`config.mk`:
```
export PLATFORM = sky130hd
export DESIGN_NAME = emcc_top
export DESIGN_NICKNAME = d
export VERILOG_FILES = /design/src/design/emcc_pkg.sv /design/src/design/emcc_top.sv /design/src/design/emcc_rx_gate.sv /design/src/design/emcc_tx_pad.sv
export SDC_FILE = /design/constraint.sdc
export NUM_CORES = 1
export LEC_CHECK = 0
export ABC_CLOCK_PERIOD_IN_PS = 2630
export BUFFER_PORTS_ARGS = -buffer_cell sky130_fd_sc_hd__buf_2
export CORE_MARGIN = 2
export CORE_UTILIZATION = 52
export CTS_BUF_LIST = sky130_fd_sc_hd__clkbuf_4 sky130_fd_sc_hd__clkbuf_8
export CTS_CLUSTER_DIAMETER = 30
export DETAILED_ROUTE_END_ITERATION = 12
export HOLD_SLACK_MARGIN = 0.03
export PLACE_DENSITY = 0.77
export SYNTH_ARGS = -nofsm -noshare
export SYNTH_HDL_FRONTEND = slang
export SYNTH_SLANG_ARGS = --single-unit
export TNS_END_PERCENT = 20
```
`constraint.sdc`:
```
create_clock -name clk_i -period 2.63 [get_ports clk_i]
set_input_delay 0.526 -clock clk_i [delete_from_list [all_inputs] [get_ports clk_i]]
set_output_delay 0.526 -clock clk_i [all_outputs]
set_load 0.01 [all_outputs]
```
`src/design/emcc_pkg.sv`:
```
// constants and register map of the mac configuration and control block
// How it works
// - settings are taken once at start, in any order, with no dependency.
// - receive enable bit 0 set lets the mac accept frames; clear blocks reception.
// - pause transmit enable bit 3 gates sending of pause control frames.
// - pause receive enable bit 2 makes received pause frames act; clear ignores them.
// - pass control frames bit 1 stores unconsumed control frames; clear drops them.
// - upper four bits of the receive flow register always read zero.
// - length check enable makes the mac check and report received frame length.
// - programmed maximum frame length limits received and transmitted frames.
// - half duplex uses retry limit and collision window; defaults usually suffice.
// - pad setting makes the transmitter zero pad short frames, else host pads.
package emcc_pkg;
    localparam int AW = 5;
    localparam int DW = 8;
    localparam int LW = 16;
    localparam logic [AW-1:0] REG_RXFC = 5'h00;
    localparam logic [AW-1:0] REG_TXFC = 5'h01;
    localparam logic [AW-1:0] REG_WAIT_FOR_MEDIUM = 5'h02;
    localparam logic [AW-1:0] REG_MFL_LO = 5'h03;
    localparam logic [AW-1:0] REG_MFL_HI = 5'h04;
    localparam logic [AW-1:0] REG_B2B = 5'h05;
    localparam logic [AW-1:0] REG_NB_LO = 5'h06;
    localparam logic [AW-1:0] REG_NB_HI = 5'h07;
    localparam logic [AW-1:0] REG_RETRY = 5'h08;
    localparam logic [AW-1:0] REG_COLL = 5'h09;
    localparam logic [AW-1:0] REG_SA0 = 5'h0A;
    localparam logic [AW-1:0] REG_SA5 = 5'h0F;
    localparam logic [AW-1:0] REG_STATUS = 5'h10;
    // receive flow register fields
    localparam int RXEN_BIT = 0;
    localparam int PASS_BIT = 1;
    localparam int PRX_BIT = 2;
    localparam int PTX_BIT = 3;
    localparam logic [DW-1:0] RXFC_MASK = 8'h0F;
    // transmit frame register fields, then the wait for medium register bit
    localparam int FDX_BIT = 0;
    localparam int LEN_BIT = 1;
    localparam int CRC_BIT = 4;
    localparam int PAD_LSB = 5;
    localparam int PAD_MSB = 7;
    localparam int WAIT_BIT = 0;
    // status fields, sticky, write one to clear
    localparam int ST_RXOK = 0;
    localparam int ST_LERR = 1;
    localparam int ST_PSEND = 2;
    localparam int ST_TXAB = 3;
    localparam logic [DW-1:0] ZERO_RST = 8'h00;
    localparam logic [LW-1:0] MFL_RST = 16'h05EE;
    localparam logic [DW-1:0] RETRY_RST = 8'h0F;
    localparam logic [DW-1:0] COLL_RST = 8'h3F;
    localparam logic [LW-1:0] PAD_SHORT = 16'h003C;
    localparam logic [LW-1:0] PAD_LONG = 16'h0040;
endpackage

```
`src/design/emcc_top.sv`:
```
// mac configuration registers and the frame gating they steer
`timescale 1ns/100ps
module emcc_top #(
    parameter logic [15:0] MFL_RESET = emcc_pkg::MFL_RST,
    parameter logic [7:0] RETRY_RESET = emcc_pkg::RETRY_RST,
    parameter logic [7:0] COLL_RESET = emcc_pkg::COLL_RST
) (
    input wire logic clk_i,
    input wire logic rst_n_i,
    input wire logic [emcc_pkg::AW-1:0] addr_i,
    input wire logic [emcc_pkg::DW-1:0] wdata_i,
    input wire logic wr_i,
    input wire logic rd_i,
    output logic [emcc_pkg::DW-1:0] rdata_o,
    input wire logic rx_done_i,
    input wire logic [emcc_pkg::LW-1:0] rx_len_i,
    input wire logic rx_ctrl_i,
    input wire logic rx_pause_i,
    output logic rx_accept_o,
    output logic rx_pause_act_o,
    output logic rx_len_err_o,
    input wire logic tx_req_i,
    input wire logic [emcc_pkg::LW-1:0] tx_len_i,
    input wire logic tx_vlan_i,
    output logic tx_done_o,
    output logic [emcc_pkg::LW-1:0] tx_len_o,
    output logic tx_crc_o,
    output logic tx_abort_o,
    input wire logic pause_req_i,
    output logic pause_send_o,
    output logic full_duplex_o,
    output logic wait_medium_o,
    output logic [emcc_pkg::DW-1:0] b2b_gap_o,
    output logic [emcc_pkg::DW-1:0] nb2b_gap_low_o,
    output logic [emcc_pkg::DW-1:0] nb2b_gap_high_o,
    output logic [emcc_pkg::DW-1:0] retry_limit_o,
    output logic [emcc_pkg::DW-1:0] collision_window_o,
    output logic [47:0] station_addr_o
);
    localparam int DW = emcc_pkg::DW;
    localparam int LW = emcc_pkg::LW;

    logic [DW-1:0] rx_flow_reg;
    logic [DW-1:0] tx_frame_reg;
    logic [DW-1:0] wait_for_medium_reg;
    logic [LW-1:0] max_len_reg;
    logic [DW-1:0] b2b_reg;
    logic [DW-1:0] nb_lo_reg;
    logic [DW-1:0] nb_hi_reg;
    logic [DW-1:0] retry_reg;
    logic [DW-1:0] coll_reg;
    logic [DW-1:0] sa_reg [6];
    logic [DW-1:0] status_reg;
    logic [DW-1:0] status_next;
    logic [DW-1:0] rdata_next;
    logic [DW-1:0] st_set;

    // each register is written on its own address with no ordering among them
    always_ff @(posedge clk_i or negedge rst_n_i) begin
        if (!rst_n_i) begin
            rx_flow_reg <= emcc_pkg::ZERO_RST;
        end else if (wr_i && addr_i == emcc_pkg::REG_RXFC) begin
            // reserved and unused bits are never stored
            rx_flow_reg <= wdata_i & emcc_pkg::RXFC_MASK;
        end
    end

    always_ff @(posedge clk_i or negedge rst_n_i) begin
        if (!rst_n_i) begin
            tx_frame_reg <= emcc_pkg::ZERO_RST;
            wait_for_medium_reg <= emcc_pkg::ZERO_RST;
        end else if (wr_i) begin
            if (addr_i == emcc_pkg::REG_TXFC) begin
                tx_frame_reg <= wdata_i;
            end
            if (addr_i == emcc_pkg::REG_WAIT_FOR_MEDIUM) begin
                wait_for_medium_reg <= wdata_i;
            end
        end
    end

    always_ff @(posedge clk_i or negedge rst_n_i) begin
        if (!rst_n_i) begin
            max_len_reg <= MFL_RESET;
        end else if (wr_i && addr_i == emcc_pkg::REG_MFL_LO) begin
            max_len_reg[DW-1:0] <= wdata_i;
        end else if (wr_i && addr_i == emcc_pkg::REG_MFL_HI) begin
            max_len_reg[LW-1:DW] <= wdata_i;
        end
    end

    always_ff @(posedge clk_i or negedge rst_n_i) begin
        if (!rst_n_i) begin
            b2b_reg <= emcc_pkg::ZERO_RST;
            nb_lo_reg <= emcc_pkg::ZERO_RST;
            nb_hi_reg <= emcc_pkg::ZERO_RST;
        end else if (wr_i) begin
            if (addr_i == emcc_pkg::REG_B2B) begin
                b2b_reg <= wdata_i;
            end
            if (addr_i == emcc_pkg::REG_NB_LO) begin
                nb_lo_reg <= wdata_i;
            end
            if (addr_i == emcc_pkg::REG_NB_HI) begin
                nb_hi_reg <= wdata_i;
            end
        end
    end

    always_ff @(posedge clk_i or negedge rst_n_i) begin
        if (!rst_n_i) begin
            retry_reg <= RETRY_RESET;
            coll_reg <= COLL_RESET;
        end else if (wr_i) begin
            if (addr_i == emcc_pkg::REG_RETRY) begin
                retry_reg <= wdata_i;
            end
            if (addr_i == emcc_pkg::REG_COLL) begin
                coll_reg <= wdata_i;
            end
        end
    end

    genvar gi;
    generate
        for (gi = 0; gi < 6; gi++) begin : g_sa
            localparam logic [emcc_pkg::AW-1:0] SA_ADDR =
                emcc_pkg::REG_SA0 + 5'(gi);
            always_ff @(posedge clk_i or negedge rst_n_i) begin
                if (!rst_n_i) begin
                    sa_reg[gi] <= emcc_pkg::ZERO_RST;
                end else if (wr_i && addr_i == SA_ADDR) begin
                    sa_reg[gi] <= wdata_i;
                end
            end
            // byte 0 is sent first on the wire, so it sits at the top
            assign station_addr_o[47-8*gi -: 8] = sa_reg[gi];
        end
    endgenerate

    emcc_rx_gate #(
        .LW(LW)
    ) u_rx (
        .clk_i(clk_i),
        .rst_n_i(rst_n_i),
        .done_i(rx_done_i),
        .len_i(rx_len_i),
        .ctrl_i(rx_ctrl_i),
        .pause_i(rx_pause_i),
        .rx_en_i(rx_flow_reg[emcc_pkg::RXEN_BIT]),
        .pass_i(rx_flow_reg[emcc_pkg::PASS_BIT]),
        .prx_i(rx_flow_reg[emcc_pkg::PRX_BIT]),
        .lchk_i(tx_frame_reg[emcc_pkg::LEN_BIT]),
        .max_i(max_len_reg),
        .accept_o(rx_accept_o),
        .pause_act_o(rx_pause_act_o),
        .len_err_o(rx_len_err_o)
    );

    emcc_tx_pad #(
        .LW(LW)
    ) u_tx (
        .clk_i(clk_i),
        .rst_n_i(rst_n_i),
        .req_i(tx_req_i),
        .len_i(tx_len_i),
        .vlan_i(tx_vlan_i),
        .pad_i(tx_frame_reg[emcc_pkg::PAD_MSB:emcc_pkg::PAD_LSB]),
        .crc_en_i(tx_frame_reg[emcc_pkg::CRC_BIT]),
        .max_i(max_len_reg),
        .done_o(tx_done_o),
        .len_o(tx_len_o),
        .crc_o(tx_crc_o),
        .abort_o(tx_abort_o)
    );

    always_ff @(posedge clk_i or negedge rst_n_i) begin
        if (!rst_n_i) begin
            pause_send_o <= 1'b0;
        end else begin
            // pause frames only make sense on a full duplex link
            pause_send_o <= pause_req_i && rx_flow_reg[emcc_pkg::PTX_BIT]
                && tx_frame_reg[emcc_pkg::FDX_BIT];
        end
    end

    assign full_duplex_o = tx_frame_reg[emcc_pkg::FDX_BIT];
    assign wait_medium_o = wait_for_medium_reg[emcc_pkg::WAIT_BIT];
    assign b2b_gap_o = b2b_reg;
    assign nb2b_gap_low_o = nb_lo_reg;
    assign nb2b_gap_high_o = nb_hi_reg;
    // the collision settings only drive a half duplex transmitter
    assign retry_limit_o = full_duplex_o ? '0 : retry_reg;
    assign collision_window_o = full_duplex_o ? '0 : coll_reg;

    always_comb begin
        st_set = '0;
        st_set[emcc_pkg::ST_RXOK] = rx_accept_o;
        st_set[emcc_pkg::ST_LERR] = rx_len_err_o;
        st_set[emcc_pkg::ST_PSEND] = pause_send_o;
        st_set[emcc_pkg::ST_TXAB] = tx_abort_o;
        status_next = status_reg;
        if (wr_i && addr_i == emcc_pkg::REG_STATUS) begin
            status_next = status_reg & ~wdata_i;
        end
        // an event in the clearing cycle survives the clear
        status_next = status_next | st_set;
    end

    always_ff @(posedge clk_i or negedge rst_n_i) begin
        if (!rst_n_i) begin
            status_reg <= emcc_pkg::ZERO_RST;
        end else begin
            status_reg <= status_next;
        end
    end

    always_comb begin
        rdata_next = '0;
        case (addr_i)
            emcc_pkg::REG_RXFC: rdata_next = rx_flow_reg;
            emcc_pkg::REG_TXFC: rdata_next = tx_frame_reg;
            emcc_pkg::REG_WAIT_FOR_MEDIUM: rdata_next = wait_for_medium_reg;
            emcc_pkg::REG_MFL_LO: rdata_next = max_len_reg[DW-1:0];
            emcc_pkg::REG_MFL_HI: rdata_next = max_len_reg[LW-1:DW];
            emcc_pkg::REG_B2B: rdata_next = b2b_reg;
            emcc_pkg::REG_NB_LO: rdata_next = nb_lo_reg;
            emcc_pkg::REG_NB_HI: rdata_next = nb_hi_reg;
            emcc_pkg::REG_RETRY: rdata_next = retry_reg;
            emcc_pkg::REG_COLL: rdata_next = coll_reg;
            emcc_pkg::REG_STATUS: rdata_next = status_reg;
            default: begin
                if (addr_i >= emcc_pkg::REG_SA0
                    && addr_i <= emcc_pkg::REG_SA5) begin
                    rdata_next = sa_reg[3'(addr_i - emcc_pkg::REG_SA0)];
                end
            end
        endcase
    end

    always_ff @(posedge clk_i or negedge rst_n_i) begin
        if (!rst_n_i) begin
            rdata_o <= '0;
        end else begin
            rdata_o <= rd_i ? rdata_next : '0;
        end
    end

    AST_RXFC_TOP_ZERO: assert property (@(posedge clk_i)
        disable iff (!rst_n_i)
        rd_i && addr_i == emcc_pkg::REG_RXFC |=> rdata_o[7:4] == 4'h0)
        else $error("unused receive flow bits read nonzero");
    AST_RXFC_STORE: assert property (@(posedge clk_i) disable iff (!rst_n_i)
        wr_i && addr_i == emcc_pkg::REG_RXFC
        |=> rx_flow_reg == ($past(wdata_i) & 8'h0F))
        else $error("receive flow write not stored");
    AST_RX_ENABLE: assert property (@(posedge clk_i) disable iff (!rst_n_i)
        rx_done_i && rx_flow_reg[0] && !rx_ctrl_i
        && !tx_frame_reg[1] |=> rx_accept_o)
        else $error("data frame dropped while reception on");
    AST_PASS_CTRL: assert property (@(posedge clk_i) disable iff (!rst_n_i)
        rx_done_i && rx_ctrl_i && !rx_flow_reg[1] |=> !rx_accept_o)
        else $error("control frame stored while filtered");
    AST_PAUSE_TX: assert property (@(posedge clk_i) disable iff (!rst_n_i)
        pause_send_o |-> $past(rx_flow_reg[3]) && $past(pause_req_i))
        else $error("pause frame sent while disabled");
    AST_PAUSE_RX: assert property (@(posedge clk_i) disable iff (!rst_n_i)
        rx_done_i && rx_pause_i && rx_flow_reg[0] && rx_flow_reg[2]
        |=> rx_pause_act_o)
        else $error("received pause frame not acted on");
    AST_LEN_CHECK: assert property (@(posedge clk_i) disable iff (!rst_n_i)
        rx_done_i && rx_flow_reg[0] && tx_frame_reg[1]
        && rx_len_i > max_len_reg |=> rx_len_err_o ##1 status_reg[1])
        else $error("overlong frame not reported");
    AST_TX_MAX: assert property (@(posedge clk_i) disable iff (!rst_n_i)
        tx_req_i && tx_len_i > max_len_reg |=> tx_abort_o)
        else $error("overlong transmit not stopped");
    AST_PAD: assert property (@(posedge clk_i) disable iff (!rst_n_i)
        tx_req_i && tx_frame_reg[5] && tx_len_i < 16'h003C
        |=> tx_len_o >= 16'h003C && tx_crc_o)
        else $error("short frame left unpadded");
    AST_COLL_HALF: assert property (@(posedge clk_i) disable iff (!rst_n_i)
        wr_i && addr_i == emcc_pkg::REG_COLL && !full_duplex_o
        |=> collision_window_o == $past(wdata_i))
        else $error("collision window write not seen in half duplex");
    AST_STICKY: assert property (@(posedge clk_i) disable iff (!rst_n_i)
        rx_accept_o |=> status_reg[0])
        else $error("accepted frame lost from status");
    // the two length bytes sit at separate addresses, so a write to the high
    // byte must leave the low byte of the limit as it was
    AST_MFL_SPLIT: assert property (@(posedge clk_i)
        disable iff (!rst_n_i)
        wr_i && addr_i == emcc_pkg::REG_MFL_HI
        |=> max_len_reg[7:0] == $past(max_len_reg[7:0]))
        else $error("high length byte write disturbed low byte");
    AST_PAUSE_OFF: assert property (@(posedge clk_i)
        disable iff (!rst_n_i)
        pause_req_i && !rx_flow_reg[3] |=> !pause_send_o)
        else $error("pause frame sent while pause transmit off");

    COV_RX: cover property (@(posedge clk_i) disable iff (!rst_n_i)
        rx_accept_o);
    COV_PAUSE: cover property (@(posedge clk_i) disable iff (!rst_n_i)
        rx_pause_act_o ##[1:20] pause_send_o);
    COV_PADDED: cover property (@(posedge clk_i) disable iff (!rst_n_i)
        tx_done_o && tx_len_o == 16'h0040);
    COV_CLR: cover property (@(posedge clk_i) disable iff (!rst_n_i)
        wr_i && addr_i == emcc_pkg::REG_STATUS && |st_set);
    COV_HALF_COLL: cover property (@(posedge clk_i) disable iff (!rst_n_i)
        !full_duplex_o && collision_window_o != emcc_pkg::COLL_RST);
endmodule

```
`src/design/emcc_rx_gate.sv`:
```
// receive decision: accept, pause action and length check per frame
`timescale 1ns/100ps
module emcc_rx_gate #(
    parameter int LW = 16
) (
    input wire logic clk_i,
    input wire logic rst_n_i,
    input wire logic done_i,
    input wire logic [LW-1:0] len_i,
    input wire logic ctrl_i,
    input wire logic pause_i,
    input wire logic rx_en_i,
    input wire logic pass_i,
    input wire logic prx_i,
    input wire logic lchk_i,
    input wire logic [LW-1:0] max_i,
    output logic accept_o,
    output logic pause_act_o,
    output logic len_err_o
);
    if (LW < 8) begin : g_lw_check
        $error("length width too small");
    end
    logic too_long;
    logic keep;
    assign too_long = lchk_i && (len_i > max_i);
    // a control frame the mac consumed (pause) never reaches the buffer
    assign keep = !ctrl_i || (pass_i && !(pause_i && prx_i));
    always_ff @(posedge clk_i or negedge rst_n_i) begin
        if (!rst_n_i) begin
            accept_o <= 1'b0;
        end else begin
            accept_o <= done_i && rx_en_i && keep && !too_long;
        end
    end
    always_ff @(posedge clk_i or negedge rst_n_i) begin
        if (!rst_n_i) begin
            pause_act_o <= 1'b0;
        end else begin
            pause_act_o <= done_i && rx_en_i && pause_i && prx_i;
        end
    end
    always_ff @(posedge clk_i or negedge rst_n_i) begin
        if (!rst_n_i) begin
            len_err_o <= 1'b0;
        end else begin
            len_err_o <= done_i && rx_en_i && too_long;
        end
    end
    AST_RX_OFF: assert property (@(posedge clk_i) disable iff (!rst_n_i)
        !rx_en_i |=> !accept_o)
        else $error("frame accepted while reception is off");
    AST_PAUSE_IGN: assert property (@(posedge clk_i) disable iff (!rst_n_i)
        done_i && !prx_i |=> !pause_act_o)
        else $error("pause frame acted on while ignored");
endmodule

```
`src/design/emcc_tx_pad.sv`:
```
// transmit padding, crc append and maximum length guard per frame
`timescale 1ns/100ps
module emcc_tx_pad #(
    parameter int LW = 16
) (
    input wire logic clk_i,
    input wire logic rst_n_i,
    input wire logic req_i,
    input wire logic [LW-1:0] len_i,
    input wire logic vlan_i,
    input wire logic [2:0] pad_i,
    input wire logic crc_en_i,
    input wire logic [LW-1:0] max_i,
    output logic done_o,
    output logic [LW-1:0] len_o,
    output logic crc_o,
    output logic abort_o
);
    if (LW < 8) begin : g_lw_check
        $error("length width too small");
    end
    logic pad_on;
    logic [LW-1:0] pad_to;
    // odd codes pad; bit 1, or bit 2 on a tagged frame, pads to the long size
    assign pad_on = pad_i[0];
    assign pad_to = (pad_i[1] || (pad_i[2] && vlan_i)) ?
        emcc_pkg::PAD_LONG : emcc_pkg::PAD_SHORT;
    always_ff @(posedge clk_i or negedge rst_n_i) begin
        if (!rst_n_i) begin
            done_o <= 1'b0;
            len_o <= '0;
            crc_o <= 1'b0;
            abort_o <= 1'b0;
        end else begin
            done_o <= req_i;
            abort_o <= req_i && (len_i > max_i);
            if (req_i) begin
                len_o <= (pad_on && len_i < pad_to) ? pad_to : len_i;
                crc_o <= pad_on || crc_en_i;
            end
        end
    end
    AST_PAD_MIN: assert property (@(posedge clk_i) disable iff (!rst_n_i)
        req_i && pad_i == 3'h1 |=> len_o >= emcc_pkg::PAD_SHORT)
        else $error("short frame not padded");
endmodule

```
=== After elaboration in Yosys (flattened, before gate mapping) ===
Index checks and enable logic that the tools add are counted.

* $add $sub $neg: 1
* $mul: 0
* Divide/modulo/power cells: 0
* Magnitude comparators: 6
* Equality and inequality tests: 16
* Shift operators: 0
* Muxes and demuxes: 11
* Bitwise operators: 5
* Reductions and logical operators: 40

{| class="wikitable"
|+ Operator list
! cell !! number
|-
| $pmux W8 S11 || 1
|-
| $mux W8 || 7
|-
| $eq A5 B4 Y1 const B || 8
|-
| $gt A16 B16 Y1 || 2
|-
| $logic_and A1 B1 Y1 || 25
|-
| $bmux W8 S3 || 1
|-
| $eq A5 B3 Y1 const B || 4
|-
| $lt A16 B16 Y1 || 1
|-
| $mux W16 || 1
|-
| $reduce_and A2 Y1 || 8
|-
| $eq A5 B2 Y1 const B || 2
|-
| $and A8 B8 Y8 || 1
|-
| $not A8 Y8 || 1
|-
| $or A8 B4 Y8 || 1
|-
| $mux W7 || 1
|-
| $eq A5 B1 Y1 const B || 1
|-
| $eq A5 B5 Y1 const B || 1
|-
| $ge A5 B4 Y1 const B || 1
|-
| $le A5 B4 Y1 const B || 1
|-
| $logic_not A5 Y1 || 1
|-
| $ge A4 B4 Y1 const B || 1
|-
| $not A3 Y4 || 1
|-
| $logic_not A1 Y1 || 3
|-
| $logic_or A1 B1 Y1 || 3
|-
| 2 further kinds || 2
|}

* Bits in registers: 163
* Latch bits: 0
* Bits in writable memories: 0
* Bits in read-only memories: 0
* Input port bits: 55
* Output and inout bits: 121
* Logic and storage cells: 105
* Memories: 0

=== Logic depth before layout (Yosys ltp) ===
Gate-level depths: netlist of run 1.

* Depth in word-level cells: 8
* Depth in mapped cells: 9
* Depth with buffers taken out: 8

=== Cells and area by module ===
From an unflattened synthesis of run 1, not the netlist that was laid out.

* Cells, all modules: 739
* Area, all modules: 8763.4 µm²

{| class="wikitable"
|+ By module, submodules not included
! module !! instances !! cells an instance !! area each (µm²) !! sequential area each (µm²)
|-
| emcc_top || 1 || 545 || 6969.2 || 3550.9
|-
| emcc_tx_pad || 1 || 126 || 1278.7 || 475.5
|-
| emcc_rx_gate || 1 || 68 || 515.5 || 75.1
|}

=== Least setup slack after synthesis of run 1 ===
OpenSTA, ideal clock, no wires.

* Kind: input to register
* From: input port addr_i[1] (netlist name)
* To: register rdata_o[3] (netlist name)
* Setup time: 0.124 ns
* Data arrival time: 2.209 ns
* Required time: 2.506 ns
* Setup slack: 0.298 ns
* Cell stages on the path: 9
* Path buffers: 3
* Path through: buf_2 buf_2 inv_1 ha_1 buf_1 mux4_2 a22oi_1 a21oi_1 o31a_1

* Cells in the longest elaborated chain, start to end: 8
* Elaborated cells on any way between the ends: 22
* Those cells by class: add/sub: 1; order compare: 2; eq/ne: 10; mux: 6; bitwise: 1; reduce/logical: 2

{| class="wikitable"
|+ RTL lines
! item !! line !! text
|-
| start: declaration || emcc_top.sv:10 || <nowiki>input wire logic [emcc_pkg::AW-1:0] addr_i,</nowiki>
|-
| $sub A3 B2 Y3 || emcc_top.sv:235 || <nowiki>rdata_next = sa_reg[3'(addr_i - emcc_pkg::REG_SA0)];</nowiki>
|-
| $not A3 Y4 (implied by the code) || emcc_top.sv:235 ||
|-
| $bmux W8 S3 || emcc_top.sv:235 ||
|-
| $mux W8 (implied by the code) (2 in series) || emcc_top.sv:235 ||
|-
| $mux W8 || emcc_top.sv:233 || <nowiki>if (addr_i >= emcc_pkg::REG_SA0</nowiki>
|-
| $pmux W8 S11 * || emcc_top.sv:220 || <nowiki>case (addr_i)</nowiki>
|-
| $mux W8 * || emcc_top.sv:245 || <nowiki>rdata_o <= rd_i ? rdata_next : '0;</nowiki>
|-
| end signal: assignment || emcc_top.sv:245 ||
|-
| end: declaration || emcc_top.sv:14 || <nowiki>output logic [emcc_pkg::DW-1:0] rdata_o,</nowiki>
|}

Every way passes the cells marked *; elsewhere a longest branch is shown, timed or not. The select of a mux whose other input is x is not followed.
A chain may end at the register's enable or synchronous reset.

=== Worst setup path after layout of run 1 ===
* From: register tx_frame_reg[7]
* To: register u_tx.len_o[6]

* Cells in the longest elaborated chain, start to end: 6

{| class="wikitable"
|+ RTL lines
! item !! line !! text
|-
| start: declaration || emcc_top.sv:44 || <nowiki>logic [DW-1:0] tx_frame_reg;</nowiki>
|-
| start signal: assignment || emcc_top.sv:70 || <nowiki>tx_frame_reg <= emcc_pkg::ZERO_RST;</nowiki>
|-
| start signal: assignment || emcc_top.sv:74 || <nowiki>tx_frame_reg <= wdata_i;</nowiki>
|-
| $logic_and A1 B1 Y1 * || emcc_tx_pad.sv:26 || <nowiki>assign pad_to = (pad_i[1] || (pad_i[2] && vlan_i)) ?</nowiki>
|-
| $logic_or A1 B1 Y1 * || emcc_tx_pad.sv:26 ||
|-
| $mux W7 * || emcc_tx_pad.sv:26 ||
|-
| $lt A16 B16 Y1 || emcc_tx_pad.sv:38 || <nowiki>len_o <= (pad_on && len_i < pad_to) ? pad_to : len_i;</nowiki>
|-
| $logic_and A1 B1 Y1 || emcc_tx_pad.sv:38 ||
|-
| $mux W16 * || emcc_tx_pad.sv:38 ||
|-
| end signal: assignment || emcc_tx_pad.sv:38 ||
|-
| end: declaration || emcc_tx_pad.sv:15 || <nowiki>output logic [LW-1:0] len_o,</nowiki>
|}

Every way passes the cells marked *; elsewhere a longest branch is shown, timed or not.

==> results of run 1 <==
## per-stage QoR
stage | setup WS (ps) | instance area (µm²) | util, %
2_1_floorplan | 297.5 | 8359 | -
3_3_place_gp | 146.5 | 9499 | 60.23
3_5_place_dp | 73.33 | 9499 | 60.23
4_1_cts | 267.5 | 9922 | 62.92
5_1_grt | 123.4 | 9922 | 62.92
6_report | 269.0 | 9922 | 62.92
## power groups by stage
stage	registers (µW)	clock network, µW	logic [µW]
floorplan	3390	0	932
global placement	3400	0	1640
detailed placement	3410	0	1700
CTS	3360	1930	1720
global route	3430	2040	1870
finish	3370	1910	1700
## final timing paths
kind / end / slack (ps) / start / cells past startpoint
worst min register to register: status_reg[2] / 470 / pause_send_o / 1
worst min-delay path: u_rx.accept_o / 240 / rx_ctrl_i / 2
worst max-delay path: u_tx.len_o[6] / 270 / tx_frame_reg[7] / 8
min in group asynchronous: u_tx.len_o[1] / 590 / rst_n_i / 2
max in group asynchronous: coll_reg[4] / 1300 / rst_n_i / 3
worst max register to register: u_tx.len_o[6] / 270 / tx_frame_reg[7] / 8
## timing repair
item | 4_1_cts | 5_1_grt
hold buffers | 1 | 0
hold endpoints to repair | 35 | 0
endpoints found under the setup margin | 0 | 0
## layout by cell type, fill, tap and decap left out, drive strengths merged, types with 4 or more instances in the layout
cell,instances
clkbuf,20
a21boi,4
nand2,30
dfrtp,145
a22o,5
nand4,8
nand3,14
mux2,141
nor2,35
dfstp,18
ha,38
and3,8
mux4,8
nand2b,4
a21oi,26
nor2b,24
clkinvlp,4
a32oi,5
a211oi,6
a21o,8
buf,191
nor3,4
a221oi,7
a31oi,8
o21ai,9
inv,25
a22oi,23
## routing by layer
layer	share of wire (%)	GRT usage, %
met2	47	42.40
met3	7.1	6.189
met5	0	0
met4	2.7	10.45
met1	43	38.35
## area by class of cell
class	count	area [µm²]	area share, %
Clock inverter	12	156.4	1.576
Timing Repair Buffer	192	1037	10.45
Sequential cell	163	4101	41.34
Clock buffer	20	256.5	2.585
Inverter	23	86.33	0.8701
Tap cell	216	270.3	2.724
Multi-Input combinational cell	458	4014	40.45
## kinds of logic (layout without fill, tap and decap cells)
family,after synthesis,after routing,share of synthesized area [%]
flops,163,163,49.06
simple gates,148,148,10.42
compound gates,122,122,10.64
buf+inv,56,247,2.919
mux,150,150,21.27
fa+ha+maj,38,38,5.688
## worst max-delay path, cell delays in order, from the launching register on
cell,delay [ps]
dfrtp_1,410
a21oi_1,330
inv_1,160
ha_1,310
nand4b_1,100
a211oi_1,50
or3_1,400
or2_4,270
a31o_1,220
==> results.cfg, run 1 <==
[synthesis]
ys_ff_latch = 163
synth_nets = 770
synthFlopType = dfrtp_1
synth.area.top_cells = dfrtp_1 (43%), mux2_2 (19%), ha_1 (5.7%)
avgSynthCellArea_um2 = 12.35
synthTopCellsByCount = dfrtp_1 (145), mux2_2 (139), ha_1 (38)
ys_warn_count = 0
synth_edf_count = 0
synth_area_um2 = 8359
syn_inst = 677
async_reset_ff_share_pct = 100.0
yosysUniqueCellTypes = 66
yosysSeqAreaShare_pct = 49.06
post-synth-top-area-cell = dfrtp_1
synth_top_area_share_pct = 43.41
yosysMostFrequentCell = dfrtp_1

[sta]
hold-worst-slack_ps = 244.1
report.final.hold_viol_count = 0
rsz0062_at_grt = false
setup_viol = 0
period_minus_slack_ps = 2361
drv_slew = 0
finalCritPeriodShare_pct = 89.77
clock_skew_ps = 11.62
tightest_slew_ps = 823.9
fin_tns_setup_ps = 0
fmax_ghz = 0.4235
slew_headroom_pct = 45.07

[global_routing]
grt_pass1_vias = 6179
antenna_found_initial = 0
grt_max_degree = 59
grt_remaining_overflow = 0
grt_pass1_wl_um = 34840
grt_usage_pct = 27.50

[clock_network]
clk_latency_ps = 460
numCtsBuffers = 17
clk_path_buf_depth = 2
cts_resized = 0
clk_pin_slew_ps = 80
cts_tree = yes
cts_setup_buffers = 0
htreeDepth = 4
cts_root_buffer = clkbuf_8
cts_sinks = 163

[finish]
nNetsFinal = 948
fill_cells = 1291
antennaDiodeCount = 0
synthToLayoutAreaGrowth_pct = 18.69
largest_reg_flops = 48
drive_above_1_share_pct = 47.47
stdcell_count = 1084

[power_and_ir_drop]
p_sw_uw = 2188
power.internal_uw = 4795
irDropWorstVdd_v = 0.0003912
clock_power_share_pct = 27.3
power_frac_comb_pct = 24.4
power.density_nw_per_um2 = 703.9
p_sw_share_pct = 31.34
total_power_uw = 6984
power.leakage_uw = 0.004805
seq_power_share_pct = 48.3

[placed_design]
gp_congestion = 0.9327
port_buffers = 175
dp_cells = 1051
dp_hpwl_um = 17060

[critical_path]
cp.required_ps = 2970
critPathLaunchType = flip-flop
end_kind = flip-flop
path_max_fanout = 5
critPathKind = reg -> reg
worst-endpoint-arrival_ps = 2710

[route]
ant_nets = 0
drcViolationCount = 0
vias = 6419
viasPerCell = 5.922
wl_per_cell_um = 21.24
routed_wl_um = 23020
drt_pre_antenna_iters = 5
drt_iter0_drc = 520

[die]
die_h_um = 130.8
core_um2 = 15770
die_area_um2 = 17110
die_x_um = 130.8
initial_core_util_pct = 53.01
fp-row-count = 46
top_level_ports = 176

[outcome]
outcome = finished clean

[min_path]
hp-class = in -> reg

[run]
cap_violations = 0
(Power assumes the default switching activity.)
==> run 2, diff against run 1 <==
Settings changed: CORE_ASPECT_RATIO from default to 0.75.
==> results.cfg, run 2 (synthesized netlist as in run 1, its figures left out) <==
[placed_design]
gp_congestion = 0.9705
port_buffers = 175
dp_hpwl_um = 18020
place_area_um2 = 9552

[critical_path]
critPathTopFamily = simple AND/OR/NAND/NOR gates
path_max_fanout = 5
worst-endpoint-arrival_ps = 2730
critPathKind = reg -> reg
cpMaxStageDelayCell = dfrtp_1
cp_num_buf_inv = 1
critPathLaunchType = flip-flop
cp.required_ps = 3000
end_kind = flip-flop
reg2reg_slack_ps = 270
path_cells = a21oi_1, inv_1, ha_1, nand4b_1, a211oi_1, or3_1, or2_4, a31o_1
critPathMaxStageDelay_ps = 470

[power_and_ir_drop]
irDropWorstVdd_v = 0.0003630
power_frac_comb_pct = 24.6
total_power_uw = 6954
p_sw_uw = 2313
seq_power_share_pct = 48.7
p_sw_share_pct = 33.27
clock_power_share_pct = 26.8
power.leakage_uw = 0.004849
power.internal_uw = 4640
power.density_nw_per_um2 = 697.8

[route]
drt_pre_antenna_iters = 6
drcViolationCount = 0
viasPerCell = 5.995
ant_nets = 0
vias = 6511
drt_iter0_drc = 600
wl_per_cell_um = 21.84
routed_wl_um = 23720

[clock_network]
cts_sinks = 163
numCtsBuffers = 17
htreeDepth = 4
clk_pin_slew_ps = 100
cts_root_buffer = clkbuf_8
clk_path_buf_depth = 2
clk_latency_ps = 470
cts_tree = yes

[finish]
antennaDiodeCount = 0
drive_above_1_share_pct = 47.95
synthToLayoutAreaGrowth_pct = 19.22
fill_cells = 1285
final_common_cell = buf_2
final_cell_mix = buf_2 (174), dfrtp_1 (145), mux2_2 (139), ha_1 (38), a21oi_1 (26)
utilization_pct = 62.82
final-seq-area_um2 = 4101
multi_input_area_um2 = 4014
nNetsFinal = 956
fin_area_um2 = 9966
largest_reg_flops = 48

[sta]
setup_viol = 0
fmax_ghz = 0.4232
period_minus_slack_ps = 2363
rsz0062_at_grt = false
drv_slew = 0
clock_skew_ps = 19.23
fin_tns_setup_ps = 0
hold-worst-slack_ps = 312.0
finalCritPeriodShare_pct = 89.85
slew_headroom_pct = 48.69
tightest_slew_ps = 769.7
report.final.hold_viol_count = 0

[die]
die_h_um = 113.8
die_area_um2 = 17120
core_um2 = 15870
fp-row-count = 40
initial_core_util_pct = 52.69
top_level_ports = 176
die_x_um = 150.4

[global_routing]
grt_remaining_overflow = 0
grt_usage_pct = 28.49
grt_pass1_wl_um = 36430
antenna_found_initial = 0
grt_pass1_vias = 6262
grt_max_degree = 47

[min_path]
hp-class = in -> reg

[run]
cap_violations = 0

[outcome]
outcome = finished clean
[run 2: cell types whose count changed in the layout (fill, tap and decap cells not counted), sizes merged]
cell      before  now
bufinv         3    1
buf          191  199
inv           25   32
clkinvlp       4    1
clkbuf        20   18
[run 2: worst reg2reg max path, stage by stage, from the launching register on]
cell and delay (ps):
dfrtp_1 470, a21oi_1 280, inv_1 140, ha_1 300, nand4b_1 110, a211oi_1 50, or3_1 400, or2_4 270
a31o_1 230
[run 2: layer usage]
metal	vias to the layer above	routed length (µm)	GRT usage [%]
li1	2894	-	-
met1	3292	10960	44.33
met2	293	10440	40.73
met3	32	2005	6.240
met4	0	308	6.478
met5	-	0	0
[run 2: area by class of cell]
class / count / share of cell area [%]
clock buffers: 18 / 2.423
clock inverters: 14 / 1.632
inverters: 23 / 0.8663
multi-input cells: 458 / 40.28
flip-flops and latches: 163 / 41.16
well taps: 210 / 2.637
repair buffers: 200 / 11.01
[run 2: metrics by stage]
step	setup slack [ps]	cells
detailed placement	162.6	1053
floorplan	297.5	677
global placement	239.2	1053
global route	143.8	1086
CTS	291.9	1086
finish	267.0	1086
[run 2: timing repair]
action | in CTS | in global routing
endpoints found under the setup margin | 0 | 0
setup buffers | 0 | 0
hold endpoints to repair | 33 | 0
gates resized for setup | 0 | 0
hold buffers | 1 | 0
[run 2: power by group through the flow]
stage	logic, µW	registers, µW	clock network [µW]
final	1710	3380	1860
after floorplan	932	3390	0
after global placement	1660	3400	0
after CTS	1720	3370	1880
after global routing	1870	3430	2000
after detailed placement	1710	3410	0
[run 2: worst paths after layout]
check | from | endpoint | cells past startpoint
min in group asynchronous | rst_n_i | max_len_reg[12] | 2
min reg2reg | u_rx.accept_o | status_reg[0] | 1
max in group asynchronous | rst_n_i | coll_reg[2] | 3
max | tx_frame_reg[7] | u_tx.len_o[6] | 8
max reg2reg | tx_frame_reg[7] | u_tx.len_o[6] | 8
min | rx_ctrl_i | u_rx.accept_o | 2
